==> config.mk <==
export PLATFORM = sky130hd
export DESIGN_NAME = power_saving_mode_control
export DESIGN_NICKNAME = d
export VERILOG_FILES = /design/src/slow_divider.v /design/src/power_saving_mode_control.v
export VERILOG_INCLUDE_DIRS = /design/src /design/src/src
export SDC_FILE = /design/constraint.sdc
export NUM_CORES = 1
export LEC_CHECK = 0
export BUFFER_PORTS_ARGS = -buffer_cell sky130_fd_sc_hd__buf_4
export CORE_MARGIN = 5
export CORE_UTILIZATION = 30
export CTS_CLUSTER_SIZE = 24
export DETAILED_ROUTE_END_ITERATION = 12
export SYNTH_ARGS = -nofsm -noshare
export SYNTH_HDL_FRONTEND = slang
export SYNTH_HIERARCHICAL = 1
export SYNTH_SLANG_ARGS = --single-unit
export TNS_END_PERCENT = 30
==> constraint.sdc <==
create_clock -name clock -period 2.5 [get_ports clock]
set_input_delay 0.5 -clock clock [delete_from_list [all_inputs] [get_ports clock]]
set_output_delay 0.5 -clock clock [all_outputs]
set_load 0.02 [all_outputs]
==> src/pwr_mode_defines.vh <==
// Constants for the power-saving mode controller
// Notes on behaviour
// - After reset run in RUN mode from the master clock.
// - Slow mode steered by slow_select and two-bit slow_prescale_field.
// - Slow mode divides master clock by 2, 4, 8 or 16 for CPU and peripherals.
// - Wait-for-interrupt while in slow mode enters slow-wait, not plain wait.
// - Wait-for-interrupt stops the CPU clock, peripherals keep running.
// - Entering wait forces interrupt mask bits to 10; nothing else changes.
// - Wait lasts until interrupt or reset, then vector fetch of that source.
// - Wake interrupt pushes condition codes and sets mask to routine priority.
// - Halt instruction enters full halt if osc_irq_enable is 0, else timer-kept halt.
// - Timer-kept halt ends on time base, eligible interrupt or reset; no delay on interrupt.
// - Stabilisation delay leaving timer-kept halt only when the exit is a reset.
// - Entering timer-kept halt forces mask to 10b; pending interrupt wakes at once.
// - In timer-kept halt only oscillator and time base counter run.
// - Timer-kept halt with osc_irq_enable set never yields a watchdog reset.
// - Clearing osc_irq_enable during delay after interrupt exit drops into stabilise for the rest of the delay.
// - Leaving full halt restarts oscillator and waits 256 or 4096 cycles.
`ifndef PWR_MODE_DEFINES_VH
`define PWR_MODE_DEFINES_VH
`define MODE_RUN        3'h0
`define MODE_SLOW       3'h1
`define MODE_WAIT       3'h2
`define MODE_SLOW_WAIT  3'h3
`define MODE_ACT_HALT   3'h4
`define MODE_HALT       3'h5
`define MODE_STABILIZE  3'h6
`define MASK_ENABLE_ALL 2'h2
`define DELAY_SHORT     13'h0100
`define DELAY_LONG      13'h1000
`endif

==> src/slow_divider.v <==
// Master clock prescaler producing a one-cycle enable every 2, 4, 8 or 16 cycles
`timescale 1ns/10ps
`default_nettype none
module slow_divider
(
  input  wire       clock,
  input  wire       rst_n,
  input  wire [1:0] prescale,
  output wire       tick
);
  reg  [3:0] count_q;
  wire [3:0] last;

  assign last = (prescale == 2'h0) ? 4'h1 : (prescale == 2'h1) ? 4'h3 : (prescale == 2'h2) ? 4'h7 : 4'hf;
  assign tick = (count_q == last);

  always @(posedge clock or negedge rst_n)
  begin
    if (!rst_n)
      count_q <= 4'h0;
    else if (count_q >= last)
      count_q <= 4'h0;
    else
      count_q <= count_q + 4'h1;
  end
endmodule // slow_divider
`default_nettype wire

==> src/power_saving_mode_control.v <==
// Power-saving mode sequencer: run, slow, wait, halt variants and wake-up
`timescale 1ns/10ps
`include "pwr_mode_defines.vh"
`default_nettype none
module power_saving_mode_control
(
  input  wire       clock,
  input  wire       rst_n,
  input  wire       slow_select,
  input  wire [1:0] slow_prescale_field,
  input  wire       osc_irq_enable,
  input  wire       long_delay_opt,
  input  wire       wait_for_irq_instr,
  input  wire       halt_instr,
  input  wire       irq_pending,
  input  wire       halt_wake_irq,
  input  wire       time_base_irq,
  input  wire       active_halt_wake_irq,
  input  wire       soft_reset_req,
  input  wire       watchdog_expired,
  output reg  [2:0] mode_q,
  output reg        cpu_clk_en_q,
  output reg        periph_clk_en_q,
  output reg        time_base_clk_en_q,
  output reg        osc_on_q,
  output reg        force_mask_q,
  output reg  [1:0] forced_mask_q,
  output reg        wake_service_q,
  output reg        reset_vector_q,
  output reg        watchdog_reset_q
);

  ////////////////////////////////////////////////////////////////////////////
  // Divider and stabilisation counter
  wire        slow_tick;
  reg  [12:0] delay_q;
  reg  [12:0] delay_d;
  reg         delay_is_reset_q;
  reg         delay_is_reset_d;
  reg  [2:0]  mode_d;
  reg         force_mask_d;
  reg         wake_service_d;
  reg         reset_vector_d;
  reg         osc_on_d;
  wire [12:0] delay_len;
  wire        in_slow;
  wire        wake_reset;

  slow_divider u_div
  (
    .clock    (clock),
    .rst_n    (rst_n),
    .prescale (slow_prescale_field),
    .tick     (slow_tick)
  );

  assign delay_len  = long_delay_opt ? `DELAY_LONG : `DELAY_SHORT;
  assign in_slow    = (mode_d == `MODE_SLOW) || (mode_d == `MODE_SLOW_WAIT);
  assign wake_reset = soft_reset_req;

  ////////////////////////////////////////////////////////////////////////////
  // Mode sequencing
  always @*
  begin
    mode_d           = mode_q;
    delay_d          = delay_q;
    delay_is_reset_d = delay_is_reset_q;
    force_mask_d     = 1'b0;
    wake_service_d   = 1'b0;
    reset_vector_d   = 1'b0;
    osc_on_d         = 1'b1;
    case (mode_q)
      `MODE_RUN, `MODE_SLOW:
      begin
        mode_d = slow_select ? `MODE_SLOW : `MODE_RUN;
        if (wait_for_irq_instr)
        begin
          mode_d       = (mode_q == `MODE_SLOW) ? `MODE_SLOW_WAIT : `MODE_WAIT;
          force_mask_d = 1'b1;
        end
        else if (halt_instr)
        begin
          force_mask_d = 1'b1;
          if (irq_pending)
            wake_service_d = 1'b1;
          else if (osc_irq_enable)
            mode_d = `MODE_ACT_HALT;
          else
          begin
            mode_d   = `MODE_HALT;
            osc_on_d = 1'b0;
          end
        end
      end
      `MODE_WAIT, `MODE_SLOW_WAIT:
      begin
        if (wake_reset)
        begin
          mode_d         = `MODE_RUN;
          reset_vector_d = 1'b1;
        end
        else if (irq_pending)
        begin
          mode_d         = (mode_q == `MODE_SLOW_WAIT) ? `MODE_SLOW : `MODE_RUN;
          wake_service_d = 1'b1;
        end
      end
      `MODE_ACT_HALT:
      begin
        if (wake_reset)
        begin
          mode_d           = `MODE_STABILIZE;
          delay_d          = delay_len;
          delay_is_reset_d = 1'b1;
        end
        else if (time_base_irq || active_halt_wake_irq)
        begin
          mode_d           = `MODE_RUN;
          wake_service_d   = 1'b1;
          delay_d          = delay_len;
          delay_is_reset_d = 1'b0;
        end
      end
      `MODE_HALT:
      begin
        osc_on_d = 1'b0;
        if (wake_reset || halt_wake_irq)
        begin
          mode_d           = `MODE_STABILIZE;
          osc_on_d         = 1'b1;
          delay_d          = delay_len;
          delay_is_reset_d = wake_reset;
        end
      end
      `MODE_STABILIZE:
      begin
        delay_d = delay_q - 13'h0001;
        if (delay_q == 13'h0001)
        begin
          mode_d         = `MODE_RUN;
          reset_vector_d = delay_is_reset_q;
          wake_service_d = ~delay_is_reset_q;
        end
      end
      default:
        mode_d = `MODE_RUN;
    endcase
    // Interrupt exit from timer-kept halt leaves a shadow delay running
    if ((mode_q == `MODE_RUN || mode_q == `MODE_SLOW) && delay_q != 13'h0000 && !halt_instr
        && !wait_for_irq_instr)
    begin
      delay_d = delay_q - 13'h0001;
      // Last count needs no stabilize pass; entering it at zero would wrap the counter
      if (!osc_irq_enable && delay_q != 13'h0001)
      begin
        mode_d           = `MODE_STABILIZE;
        delay_is_reset_d = 1'b0;
      end
    end
  end

  ////////////////////////////////////////////////////////////////////////////
  // Registers and clock gating
  always @(posedge clock or negedge rst_n)
  begin
    if (!rst_n)
    begin
      mode_q             <= `MODE_RUN;
      delay_q            <= 13'h0000;
      delay_is_reset_q   <= 1'b0;
      cpu_clk_en_q       <= 1'b1;
      periph_clk_en_q    <= 1'b1;
      time_base_clk_en_q <= 1'b1;
      osc_on_q           <= 1'b1;
      force_mask_q       <= 1'b0;
      forced_mask_q      <= `MASK_ENABLE_ALL;
      wake_service_q     <= 1'b0;
      reset_vector_q     <= 1'b0;
      watchdog_reset_q   <= 1'b0;
    end
    else
    begin
      mode_q           <= mode_d;
      delay_q          <= delay_d;
      delay_is_reset_q <= delay_is_reset_d;
      osc_on_q         <= osc_on_d;
      force_mask_q     <= force_mask_d;
      forced_mask_q    <= `MASK_ENABLE_ALL;
      wake_service_q   <= wake_service_d;
      reset_vector_q   <= reset_vector_d;
      // Enables change only at master clock edges so no runt pulse escapes
      case (mode_d)
        `MODE_RUN:
        begin
          cpu_clk_en_q    <= 1'b1;
          periph_clk_en_q <= 1'b1;
        end
        `MODE_SLOW:
        begin
          cpu_clk_en_q    <= slow_tick;
          periph_clk_en_q <= slow_tick;
        end
        `MODE_WAIT:
        begin
          cpu_clk_en_q    <= 1'b0;
          periph_clk_en_q <= 1'b1;
        end
        `MODE_SLOW_WAIT:
        begin
          cpu_clk_en_q    <= 1'b0;
          periph_clk_en_q <= slow_tick;
        end
        default:
        begin
          cpu_clk_en_q    <= 1'b0;
          periph_clk_en_q <= 1'b0;
        end
      endcase
      time_base_clk_en_q <= (mode_d != `MODE_HALT) && (mode_d != `MODE_STABILIZE) && (in_slow ? slow_tick : 1'b1);
      // Watchdog is masked while in timer-kept halt with osc_irq_enable set
      watchdog_reset_q <= watchdog_expired && !(mode_q == `MODE_ACT_HALT && osc_irq_enable);
    end
  end
endmodule // power_saving_mode_control
`default_nettype wire

* Word-level counts from Yosys, hierarchy flattened
Index checks and enable logic that the tools add are counted.
** Storage, ports and cells
- Flip-flop bits (word level) :: 29
- Input bits :: 15
- Output and inout bits :: 13
- Logic and storage cells :: 115
** Cells by class
- Add/sub/neg operators :: 2
- Order comparisons :: 1
- Equality and inequality tests :: 18
- Muxes and demuxes :: 55
- Bitwise logic cells :: 1
- Reduce and logical (&&, ||, !) cells :: 26
** Operators by type and width (count)
- $mux 13 :: 5
- $pmux 13 s3 :: 1
- $mux 3 :: 11
- $mux 1 :: 27
- $mux 4 :: 4
- $pmux 3 s5 :: 1
- $eq 13x1->1 const B :: 1
- $ne 13x1->1 const B :: 1
- $reduce_bool 13->1 :: 1
- $sub 13x1->13 const B :: 1
- $eq 3x2->1 const B :: 4
- $pmux 1 s2 :: 5
- $eq 3x3->1 const B :: 3
- $ne 3x3->1 const B :: 3
- $logic_and 1x1->1 :: 8
- $reduce_or 2->1 :: 4
- $eq 3x1->1 const B :: 2
- $logic_not 3->1 :: 2
- $add 4x1->4 const B :: 1
- $eq 4x4->1 :: 1
- $ge 4x4->1 :: 1
- $logic_not 1->1 :: 4
- $logic_or 1x1->1 :: 4
- $ne 4x4->1 const B :: 1
- 7 further kinds :: 7

* Logic depth before layout (Yosys ltp)
- Depth after elaboration :: 11
- Mapped depth :: 7
- Gate-level depth less buffers :: 6

* Modules after synthesis
Netlist, hierarchy kept.
** By module, submodules not included
- power_saving_mode_control :: times used 1, cells each 182, area an instance 1591.5 um^2, sequential area each 630.6 um^2
- slow_divider :: times used 1, cells each 25, area an instance 251.5 um^2, sequential area each 100.1 um^2

* Worst setup path before layout
No wires, ideal clock.
- Kind :: flip-flop to flip-flop
- Start :: register mode_q[1]
- End :: register delay_q[9]
- Setup time :: 0.077 ns
- Arrival time :: 1.621 ns
- Required time :: 2.423 ns
- Slack :: 0.802 ns
- Stages on the path, launching flop included :: 7
- Path buffers :: 2
- Period minus slack after synthesis :: 1.698 ns
- Cells stage by stage :: dfrtp_1 buf_6 nor4_4 a2bb2oi_2 buf_6 or3_1 a21oi_1
** On the way
- Cells in the longest elaborated chain, start to end :: 7
- Elaborated cells between the ends (all ways) :: 15
- Those cells by class :: 6 x eq/ne; 2 x mux; 7 x reduce/logical
** Ends and longest elaborated chain
- start, declared :: RTL line power_saving_mode_control.v:21 : output reg [2:0] mode_q,
- start signal, assigned :: RTL line power_saving_mode_control.v:168 : mode_q <= `MODE_RUN;
- start signal, assigned :: RTL line power_saving_mode_control.v:183 : mode_q <= mode_d;
- $eq 3x1->1 or $logic_not 3->1 (tied branches)
- $logic_or 1x1->1 (no line)
- $logic_and 1x1->1 (3 in a row) :: RTL line power_saving_mode_control.v:149 : if ((mode_q == `MODE_RUN || mode_q == `MODE_SLOW) && delay_q != 13'h0000 && !halt_instr
- $ne 4x4->1 (no line) (tied with other cells)
- $reduce_and 3->1 (no line)
- end signal, assigned :: RTL line power_saving_mode_control.v:184 : delay_q <= delay_d;
- end, declared :: RTL line power_saving_mode_control.v:36 : reg [12:0] delay_q;
Parallel ways exist; a longest one is shown, timed or not.
A chain may end at the register's enable or synchronous reset.

* Worst setup path in the final report
- Start :: register mode_q[1]
- End :: register time_base_clk_en_q
** On the way
- Cells in the longest elaborated chain, start to end :: 11
- Elaborated cells between the ends (all ways) :: 33
- Those cells by class :: 10 x eq/ne; 13 x mux; 10 x reduce/logical
** Ends and longest elaborated chain
- $eq 3x2->1 :: RTL line power_saving_mode_control.v:72 : case (mode_q)
- $mux 1 (no line)
- $mux 3 :: RTL line power_saving_mode_control.v:102 : else if (irq_pending)
- $mux 3 :: RTL line power_saving_mode_control.v:97 : if (wake_reset)
- $pmux 3 s5 :: RTL line power_saving_mode_control.v:72
- $mux 3 :: RTL line power_saving_mode_control.v:154 : if (!osc_irq_enable && delay_q != 13'h0001)
- $mux 3 (*) :: RTL line power_saving_mode_control.v:149
- $eq 3x1->1 or $eq 3x2->1 (tied branches)
- $logic_or 1x1->1 :: RTL line power_saving_mode_control.v:58 : assign in_slow = (mode_d == `MODE_SLOW) || (mode_d == `MODE_SLOW_WAIT);
- $mux 1 :: RTL line power_saving_mode_control.v:219 : time_base_clk_en_q <= (mode_d != `MODE_HALT) && (mode_d != `MODE_STABILIZE) && (in_slow ? slow_tick : 1'b1);
- $logic_and 1x1->1 (*) :: RTL line power_saving_mode_control.v:219
- end signal, assigned :: RTL line power_saving_mode_control.v:219
- end, declared :: RTL line power_saving_mode_control.v:24 : output reg time_base_clk_en_q,
Every way passes the cells marked *; elsewhere a longest branch is shown, timed or not.

==> flow_metrics.tcl <==
set metrics [dict create \
    status "completed" \
    grt_max_degree 30 \
    fin_cells 307 \
    synth_top_family_by_area "simple AND/OR/NAND/NOR gates" \
    synth-main-ff-cell "dfrtp_1" \
    cp_cell_sequence "or4_1 -> nor2_1 -> o32ai_2 -> o21ai_0 -> a21oi_1" \
    crit_path_end_kind "flip-flop" \
    cts_sinks 29 \
    finClkSkew_ns 0.00434 \
    grt_pass1_vias 1618 \
    synth_simple_gate_area_frac 0.259 \
    synth_adder_area_share 0.0475 \
    pin_count 28 \
    final_cell_mix "27 x buf_4, 25 x dfrtp_1, 23 x nor2_1" \
    slowest_delay_ns 0.65 \
    vias 1589 \
    startpoint "mode_q[1]" \
    syn-num-nets 229 \
    p_leak_nw 0.929 \
    slew_headroom 0.603 \
    grt_overflow 0 \
    rsz0062_at_grt "no" \
    synth_seq_cells 29 \
    postCtsSetupBuffers 0 \
    ys_warn_count 6 \
    clk_pin_slew_ns 0.06 \
    antenna_cells 0 \
    synthCells 207 \
    drt_wl_total_um 4140 \
    antenna_left 0 \
    vias_per_cell 5.18 \
    synthMuxAreaShare 0.00543 \
    core_um2 5960 \
    grt_antenna_before_repair 0 \
    yosysSeqAreaShare 0.396 \
    finalCriticalPeriod_ns 1.91 \
    drt_pass1_iterations 4 \
    crit_buf_inv 0 \
    holdBufCountCts 0 \
    swShare 0.444 \
    clock_latency_ns 0.28 \
    synth_top_area_share 0.339 \
    seqPwrFrac 0.348 \
    worst_slack_ns 0.589 \
    required_ns 2.69 \
    power_switching_mw 1.11 \
    cts_resized 0 \
    yosys.cell_types.count 55 \
    drc 0 \
    power_density_nw_per_um2 1170 \
    syn_avg_cell_area_um2 8.90 \
    synth_edf_count 0 \
    die_y_um 88.4 \
    critPathLaunchType "flip-flop" \
    cts_buffer_depth 2 \
    cts_root_buf "clkbuf_8" \
    drive_above_1_share 0.211 \
    start_util 0.309 \
    ir_worst_vdd_mv 0.349 \
    htreeDepth 2 \
    finalSetupViolCount 0 \
    gp_congestion 0.833 \
    p_clk_frac 0.149 \
    cp_slowest_cell "or4_1" \
    synthTopCellsByArea "dfrtp_1 34%, dfstp_2 5.7%, ha_1 4.8%" \
    timing.rr.start "mode_q[1]" \
    finalHoldViolCount 0 \
    cts_made_buffers 5 \
    critical-path-top-delay-family "simple AND/OR/NAND/NOR gates" \
    yosys.area_share.xor_xnor 0.0190 \
    die-area_um2 7810 \
    cts_tree "built" \
    final_common_cell "buf_4" \
    yosysTopAreaCell "dfrtp_1" \
    post-place-ws_ns 0.477 \
    drv_slew 0 \
    cap_violations 0 \
    tightest_slew_ns 0.596 \
    final_net_count 253 \
    place_inst 299 \
    dp_hpwl_um 3180 \
    wl_per_cell_um 13.5 \
    arrival_ns 2.10 \
    period_share 0.764 \
    hold_ws_ns 0.132 \
    ys_async_sr_fraction 1.00 \
    hp-class "in2async" \
    p_int_mw 1.40 \
    drt-initial-drc-count 62 \
    worstPathMaxFanout 20 \
    grt_usage 0.118 \
    combinationalPowerShare 0.503 \
    synth-compound-area-share 0.203 \
    die_x_um 88.4 \
    port-buffer-count 25 \
    num_rows 28 \
    setup-tns-final_ns 0 \
    area_growth_pct 16.7 \
    worstSetupPathType "reg2reg" \
    fill_cells 623 \
    fmax_ghz 0.523 \
    syn_area_um2 1840 \
    grt_first_pass_wirelength_um 7290 \
]
==> synth_stat cells, types with 4 or more instances <==
cell type / instances
nor3_1: 5
nand4_1: 5
o21ai_0: 10
inv_1: 13
nand2_1: 18
or3_1: 7
dfrtp_1: 25
ha_1: 7
dfstp_2: 4
a21oi_1: 15
nor2b_1: 4
nand3_1: 5
nor2_1: 23
==> cells by family (layout without fill, tap and decap cells) <==
group	count (synthesis)	after routing
DFF	29	29
xor gates and xnor gates	4	4
adders and majority gates	7	7
and+or+nand+nor	88	88
buffers and inverters	23	48
muxes	1	1
AOI/OAI and AO/OA	53	53
other	2	2
==> power by group through the flow <==
stage,Clock (mW),Sequential (mW),Combinational [mW]
2_1_floorplan,0,0.902,0.936
3_3_place_gp,0,0.882,1.26
3_5_place_dp,0,0.887,1.28
4_1_cts,0.392,0.880,1.28
5_1_grt,0.409,0.912,1.42
6_report,0.374,0.874,1.26
==> layer usage <==
metal	part of all wire	up-vias	track usage
met5	0	-	0
met4	0.030	0	0.0714
met3	0.056	12	0.0186
met2	0.48	36	0.200
met1	0.43	753	0.140
li1	-	788	-
==> sequential cells by signal, indices dropped and copies added, names as in the netlist <==
| name | flops |
|---|---|
| cpu_clk_en_q | 1 |
| delay_is_reset_q | 1 |
| delay_q | 13 |
| force_mask_q | 1 |
| mode_q | 3 |
| osc_on_q | 1 |
| periph_clk_en_q | 1 |
| reset_vector_q | 1 |
| time_base_clk_en_q | 1 |
| u_div/count_q | 4 |
| wake_service_q | 1 |
| watchdog_reset_q | 1 |
==> layout make-up <==
| cell class | instances | area, µm² | share of cell area |
|---|---|---|---|
| inverters | 13 | 48.8 | 0.0227 |
| multi-input cells | 155 | 992 | 0.461 |
| repair buffers | 27 | 203 | 0.0942 |
| flip-flops and latches | 29 | 731 | 0.340 |
| well taps | 75 | 93.8 | 0.0436 |
| clock inverters | 2 | 10.0 | 0.00465 |
| clock buffers | 6 | 72.6 | 0.0337 |
==> worst paths after layout <==
kind                                       to  slack (ns)  cells after the start
max                        time_base_clk_en_q        0.59                      5
min                          watchdog_reset_q        0.13                      1
max reg2reg                time_base_clk_en_q        0.59                      5
min reg2reg                  u_div/count_q[0]        0.53                      1
max in group asynchronous     periph_clk_en_q        2.04                      1
min in group clock           watchdog_reset_q        0.45                      3
==> worst register-to-register path, stage by stage, from the launching register on <==
cell and delay, ns:
dfrtp_1 0.60, or4_1 0.65, nor2_1 0.24, o32ai_2 0.16
o21ai_0 0.11, a21oi_1 0.07
==> stage by stage <==
step	utilization	power [mW]	cell area, µm²
final	0.361	2.51	2150
after global routing	0.361	2.74	2150
after detailed placement	0.347	2.17	2070
after global placement	0.347	2.14	2070
after CTS	0.361	2.55	2150
after floorplan	-	1.84	1840
No activity file was read; power rests on OpenSTA's default activity.
